`src/verilog/pao_pkg.sv`:
```
package pao_pkg;
	localparam int unsigned RESULT_W     = 12;
	localparam int unsigned PART_W       = 4;
	localparam int unsigned NUM_STAGES   = 4;
	localparam int unsigned LATENCY_CYC  = 3;
	localparam int unsigned FIFO_DEPTH   = 8;
	localparam int unsigned MSB_IDX      = 11;
	localparam int unsigned LSB_IDX      = 0;
	// redundant overlap between stages: gain 8 with 4-bit codes leaves one bit
	localparam int unsigned STAGE_SHIFT  = 3;
	localparam logic [RESULT_W-1:0] CODE_MAX   = 12'hfff;
	localparam logic [RESULT_W-1:0] CODE_MIN   = 12'h000;
	localparam logic [RESULT_W-1:0] MID_LOW    = 12'h7ff;
	localparam logic [RESULT_W-1:0] MID_HIGH   = 12'h800;
	localparam logic [PART_W-1:0]   PART_BIAS  = 4'h4;
	typedef enum logic [0:0] {
		PH_SAMPLE,
		PH_HOLD
	} pao_phase_type;
endpackage

```
`src/verilog/pao_fifo.sv`:
```
`timescale 1ns/1ps
module pao_fifo #(
	parameter int unsigned WIDTH = 12,
	parameter int unsigned DEPTH = 8
) (
	input  wire logic             clk_i,
	input  wire logic             arst_n_i,
	input  wire logic             in_valid_i,
	output logic                  in_ready_o,
	input  wire logic [WIDTH-1:0] in_data_i,
	output logic                  out_valid_o,
	input  wire logic             out_ready_i,
	output logic      [WIDTH-1:0] out_data_o
);
	localparam int unsigned AW = $clog2(DEPTH);
	logic [WIDTH-1:0] mem_reg [DEPTH];
	logic [AW-1:0]    wr_ptr_reg;
	logic [AW-1:0]    rd_ptr_reg;
	logic [AW:0]      count_reg;
	wire              push;
	wire              pop;
	wire              wrap_wr;
	wire              wrap_rd;

	assign in_ready_o  = (count_reg != (AW+1)'(DEPTH)) ? 1'b1 : 1'b0;
	assign out_valid_o = (count_reg != '0);
	assign push        = in_valid_i && in_ready_o;
	assign pop         = out_valid_o && out_ready_i;
	assign wrap_wr     = (wr_ptr_reg == AW'(DEPTH - 1));
	assign wrap_rd     = (rd_ptr_reg == AW'(DEPTH - 1));
	assign out_data_o  = mem_reg[rd_ptr_reg];

	always_ff @(posedge clk_i) begin
		if (push) begin
			mem_reg[wr_ptr_reg] <= in_data_i;
		end
	end

	always_ff @(posedge clk_i or negedge arst_n_i) begin
		if (!arst_n_i) begin
			wr_ptr_reg <= '0;
			rd_ptr_reg <= '0;
			count_reg  <= '0;
		end else begin
			if (push) begin
				wr_ptr_reg <= wrap_wr ? '0 : wr_ptr_reg + AW'(1);
			end
			if (pop) begin
				rd_ptr_reg <= wrap_rd ? '0 : rd_ptr_reg + AW'(1);
			end
			if (push && !pop) begin
				count_reg <= count_reg + (AW+1)'(1);
			end else if (pop && !push) begin
				count_reg <= count_reg - (AW+1)'(1);
			end
		end
	end
endmodule // pao_fifo

```
`src/verilog/pao_top.sv`:
```
`timescale 1ns/1ps
// Contract
// - the result of a sample appears on the output bus on the third clock after sampling; here a word shows six clocks after its stage 0 code is given.
// - after the latency one new result follows on every clock.
// - the corrected word is held in an output latch that changes with the external clock.
// - output words are offset binary, lowest code for most negative input.
// - two non-overlapping internal phases, sampling and holding, come from the master clock.
// - the sample is captured as the sampling phase ends and is held in the holding phase; here stage codes are taken on every clk_i rising edge.
// - three identical 4-bit stages are followed by a final 4-bit-only stage.
// - each stage's 4-bit code runs through a delay line so one sample's codes align.
// - error correction merges the aligned codes and redundant bits into a 12-bit word.
// - each stage is clocked in antiphase to the previous one; here every stage and delay flop is clocked on the rising edge of clk_i.
// - bit 11 of the result is the msb and bit 0 the lsb.
// - positive full scale gives all ones, negative full scale all zeros, mid-scale 7ff/800.
module pao_top (
	input  wire logic                         clk_i,
	input  wire logic                         arst_n_i,
	input  wire logic [pao_pkg::PART_W-1:0]   stage_code_i [pao_pkg::NUM_STAGES],
	output logic                              sample_phase_o,
	output logic                              hold_phase_o,
	output logic      [pao_pkg::RESULT_W-1:0] result_o,
	output logic                              result_msb_o,
	output logic                              result_lsb_o,
	output logic                              result_valid_o,
	input  wire logic                         result_ready_i
);
	// stage codes arrive from flash comparators outside this clock: two flops each
	logic [pao_pkg::PART_W-1:0] meta_reg [pao_pkg::NUM_STAGES];
	logic [pao_pkg::PART_W-1:0] code_reg [pao_pkg::NUM_STAGES];
	// delay line: stage k waits NUM_STAGES-1-k full-clock hops
	logic [pao_pkg::PART_W-1:0] dly_reg [pao_pkg::NUM_STAGES][pao_pkg::NUM_STAGES];
	pao_pkg::pao_phase_type     phase_reg;
	logic [pao_pkg::RESULT_W-1:0] latch_reg;
	logic [1:0]                 fill_reg;
	logic                       primed;
	logic [pao_pkg::RESULT_W+2:0] corr_sum;
	logic [pao_pkg::RESULT_W-1:0] corr_word;
	logic                       fifo_in_ready;
	logic                       fifo_out_valid;
	logic [pao_pkg::RESULT_W-1:0] fifo_out_data;

	// phase alternates per clock; outputs are mutually exclusive so never overlap
	assign sample_phase_o = (phase_reg == pao_pkg::PH_SAMPLE);
	assign hold_phase_o   = (phase_reg == pao_pkg::PH_HOLD);

	always_ff @(posedge clk_i or negedge arst_n_i) begin
		if (!arst_n_i) begin
			phase_reg <= pao_pkg::PH_SAMPLE;
		end else begin
			phase_reg <= (phase_reg == pao_pkg::PH_SAMPLE) ? pao_pkg::PH_HOLD
				: pao_pkg::PH_SAMPLE;
		end
	end

	genvar s;
	genvar d;
	generate
		for (s = 0; s < pao_pkg::NUM_STAGES; s++) begin : g_stage
			always_ff @(posedge clk_i or negedge arst_n_i) begin
				if (!arst_n_i) begin
					meta_reg[s] <= '0;
					code_reg[s] <= '0;
				end else begin
					meta_reg[s] <= stage_code_i[s];
					code_reg[s] <= meta_reg[s];
				end
			end
			assign dly_reg[s][0] = code_reg[s];
			// each hop is one internal clock; stage s enters later, so needs fewer hops
			for (d = 1; d < pao_pkg::NUM_STAGES; d++) begin : g_tap
				always_ff @(posedge clk_i or negedge arst_n_i) begin
					if (!arst_n_i) begin
						dly_reg[s][d] <= '0;
					end else begin
						dly_reg[s][d] <= dly_reg[s][d-1];
					end
				end
			end
		end
	endgenerate

	// overlap-add: each stage weighted by 2^(3*(3-k)), redundant bit absorbs comparator error;
	// stages 1 to 3 carry a bias of 4 that is removed here
	always_comb begin
		corr_sum = '0;
		for (int k = 0; k < pao_pkg::NUM_STAGES; k++) begin
			corr_sum = corr_sum + ((pao_pkg::RESULT_W+3)'(
				dly_reg[k][pao_pkg::NUM_STAGES-1-k]) << (pao_pkg::STAGE_SHIFT
				* (pao_pkg::NUM_STAGES - 1 - k)));
			if (k != 0) begin
				corr_sum = corr_sum - ((pao_pkg::RESULT_W+3)'(pao_pkg::PART_BIAS)
					<< (pao_pkg::STAGE_SHIFT * (pao_pkg::NUM_STAGES - 1 - k)));
			end
		end
	end

	// clamp to offset-binary range: overrange pins at all ones or all zeros
	assign corr_word = corr_sum[pao_pkg::RESULT_W+2] ? pao_pkg::CODE_MIN
		: (|corr_sum[pao_pkg::RESULT_W+1:pao_pkg::RESULT_W]) ? pao_pkg::CODE_MAX
		: corr_sum[pao_pkg::RESULT_W-1:0];

	// output latch on the external clock, one new word per clock
	always_ff @(posedge clk_i or negedge arst_n_i) begin
		if (!arst_n_i) begin
			latch_reg <= pao_pkg::CODE_MIN;
			fill_reg  <= '0;
		end else begin
			latch_reg <= corr_word;
			if (!primed) begin
				fill_reg <= fill_reg + 2'h1;
			end
		end
	end

	// the first three words after start are not marked valid, though the next three still carry reset stage codes
	assign primed = (fill_reg == 2'(pao_pkg::LATENCY_CYC));

	assign result_o     = latch_reg;
	assign result_msb_o = latch_reg[pao_pkg::MSB_IDX];
	assign result_lsb_o = latch_reg[pao_pkg::LSB_IDX];

	// side copy for a stallable consumer; the pin bus never stalls, so full drops words
	pao_fifo #(
		.WIDTH(pao_pkg::RESULT_W),
		.DEPTH(pao_pkg::FIFO_DEPTH)
	) u_fifo (
		.clk_i      (clk_i),
		.arst_n_i   (arst_n_i),
		.in_valid_i (primed),
		.in_ready_o (fifo_in_ready),
		.in_data_i  (latch_reg),
		.out_valid_o(fifo_out_valid),
		.out_ready_i(result_ready_i),
		.out_data_o (fifo_out_data)
	);

	// a full copy buffer only drops new words; what it holds stays on offer
	assign result_valid_o = fifo_out_valid;
endmodule // pao_top

```
`config.mk`:
```
export PLATFORM = sky130hd
export DESIGN_NAME = pao_top
export DESIGN_NICKNAME = d
export VERILOG_FILES = /design/src/verilog/pao_pkg.sv /design/src/verilog/pao_fifo.sv /design/src/verilog/pao_top.sv
export SDC_FILE = /design/constraint.sdc
export NUM_CORES = 1
export LEC_CHECK = 0
export BUFFER_PORTS_ARGS = -buffer_cell sky130_fd_sc_hd__buf_2
export CAP_MARGIN = 20
export CORE_MARGIN = 4
export CORE_UTILIZATION = 60
export CTS_BUF_LIST = sky130_fd_sc_hd__clkbuf_2
export DETAILED_ROUTE_END_ITERATION = 16
export PLACE_DENSITY_LB_ADDON = 0.08
export SETUP_SLACK_MARGIN = 0.4
export SLEW_MARGIN = 20
export SYNTH_ARGS = -nofsm -noshare
export SYNTH_HDL_FRONTEND = slang
export SYNTH_HIERARCHICAL = 1
export SYNTH_SLANG_ARGS = --single-unit
```
`constraint.sdc`:
```
create_clock -name clk_i -period 4.4 [get_ports clk_i]
set_input_delay 0.88 -clock clk_i [delete_from_list [all_inputs] [get_ports clk_i]]
set_output_delay 0.88 -clock clk_i [all_outputs]
set_load 0.005 [all_outputs]
```
==> flow_summary.toml <==
[cts]
ctsHoldBuffers = 0
cts_sinks = 75
post_cts_resized = 0
cts_tree = "done"
clock_latency_ns = 0.49
cts_max_path_buffers = 2
cts_inserted_buffers = 9
cts-htree-levels = 3
cts_setup_buffers = 0
clkTransAtPathRegs_ns = 0.20
cts_root_buf = "clkbuf_2"

[floorplanning]
die_x_um = 77.0
start_util = 0.639
fp.dieH_um = 77.0
core_um2 = 4470
ioPinCount = 36
die_area_um2 = 5930
num_rows = 24

[routing]
drc = 0
drtAntennaViolNets = 0
first_iter_violations = 109
post_drt_wl_per_cell_um = 13.5
via_per_inst = 5.26
routed_wl_um = 4090
num_vias = 1590
dr.pass1.iters = 4

[global_route]
antenna_found_initial = 0
grt_pass1_vias = 1727
grt_start_max_net_pins = 76
top_usage_layer = "met2"
grt_overflow = 0
grt_first_pass_wirelength_um = 7410
use_met1 = 0.180
grt_use_met3 = 0.0796
track_usage = 0.163
grtUsageMet2 = 0.276

[final_layout]
antenna_cells = 0
final_area_um2 = 3170
regArea_um2 = 1880
multi_input_area_um2 = 843
fillerInstances = 324
fin_util = 0.709
fin_nets = 283
largest_reg_flops = 24
fin_cells = 302
drive_gt1_frac = 0.276
area_growth_pct = 10.9

[power]
power_w = 0.00147
p_leak_nw = 1.52
p_per_area_nw_per_um2 = 462
ir_drop_v = 0.000319

[sta]
tightest_slew_ns = 0.849
slew_viol_final = 0
fin_skew_ns = 0.0208
rsz0062_at_grt = "false"
period_needed_ns = 2.98
final.period_utilization = 0.677
hold_violations = 0
fmax_ghz = 0.336
final-setup-viol-count = 0
fin_setup_tns_ns = 0
slew_headroom = 0.434

[worst_setup_path]
path_class = "flop to flop"
timing.rr.end = "result_o[1]$_DFF_PN0_"
worstSetupStartpointType = "flop"
end_kind = "flop"
crit_fanout = 9
r2r_cells = 12
critPathArrivalTime_ns = 3.34
r2r-start = "code_reg[3]$_DFF_PN0_"
r2r_setup_slack_ns = 1.42
critPathRequiredTime_ns = 4.76

[logic_synthesis]
syn_area_um2 = 2860
yosysWarnings = 6
synth.avg_cell_area_um2 = 13.9
synth_cells = 205
syn_nets = 242

[place]
gp_congestion = 0.912
place_inst = 287
hpwl_um = 2910
portBuffers = 35
placed_area_um2 = 3060

[worst_hold_path]
min_from = "dly_reg[53]$_DFF_PN0_"
hold_end = "dly_reg[49]$_DFF_PN0_"
hp-class = "flop to flop"
hold_depth = 0

[status]
status = "completed"

[job]
cap_violations = 0
-- layout by cell type, fill, tap and decap left out, types with 2 or more instances in the layout --
cell and count:
a21oi_2 10, nand3_1 2, mux2i_1 3, o211ai_1 2
a21oi_1 6, xnor2_1 7, o21ai_0 2, nor2_1 8
xor2_1 3, mux2_2 2, clkinv_4 2, nand2_1 5
clkbuf_2 9, nor3_1 3, fa_1 2, or4_1 2
a21o_1 3, dfrtp_1 75, inv_1 26, buf_2 34
o21bai_1 3, ha_1 16
-- cell type report --
cell class | count | share of cell area
clock inverters | 6 | 0.0205
flip-flops and latches | 75 | 0.592
inverters | 26 | 0.0308
clock buffers | 9 | 0.0142
repair buffers | 35 | 0.0560
multi-input cells | 99 | 0.266
well taps | 52 | 0.0205
-- per-layer routing --
metal  up-vias  part of all wire
li1        764                 -
met1       768              0.40
met2        53              0.52
met3         5             0.073
met4         0            0.0095
met5         -                 0
-- stage by stage --
step	worst slack, ns	hold WS, ns
2_1_floorplan	1.88	0.331
3_3_place_gp	1.59	0.331
3_5_place_dp	1.48	0.336
4_1_cts	1.44	0.371
5_1_grt	1.16	0.367
6_report	1.42	0.360
-- critical path, stage by stage (launching register included) --
cell,delay (ns)
dfrtp_1,0.36
inv_1,0.04
ha_1,0.29
inv_1,0.06
ha_1,0.20
inv_1,0.07
fa_1,0.40
nor2b_1,0.17
o2111ai_1,0.18
a311o_1,0.38
nor2_1,0.09
o32a_1,0.50
a21oi_2,0.11
-- worst max-delay path by stage --
stage / startpoint / slack [ns] / cells after the start / endpoint
global route: code_reg[3]$_DFF_PN0_ / 1.16 / 12 / result_o[2]$_DFF_PN0_
detailed placement: code_reg[3]$_DFF_PN0_ / 1.48 / 12 / result_o[3]$_DFF_PN0_
CTS: code_reg[3]$_DFF_PN0_ / 1.44 / 12 / result_o[1]$_DFF_PN0_
finish: code_reg[3]$_DFF_PN0_ / 1.42 / 12 / result_o[1]$_DFF_PN0_
global placement: code_reg[3]$_DFF_PN0_ / 1.59 / 12 / result_o[4]$_DFF_PN0_
floorplan: u_fifo/count_reg[0]$_DFFE_PN0P_ / 1.88 / 8 / u_fifo/count_reg[3]$_DFFE_PN0P_
-- power by group --
part	leakage, nW	switching [W]	total (W)	internal, W
Sequential	0.851	0.0000401	0.000791	0.000751
Clock	0.0698	0.000227	0.000357	0.000130
Combinational	0.594	0.000169	0.000318	0.000149
No activity file was read; power rests on OpenSTA's default activity.
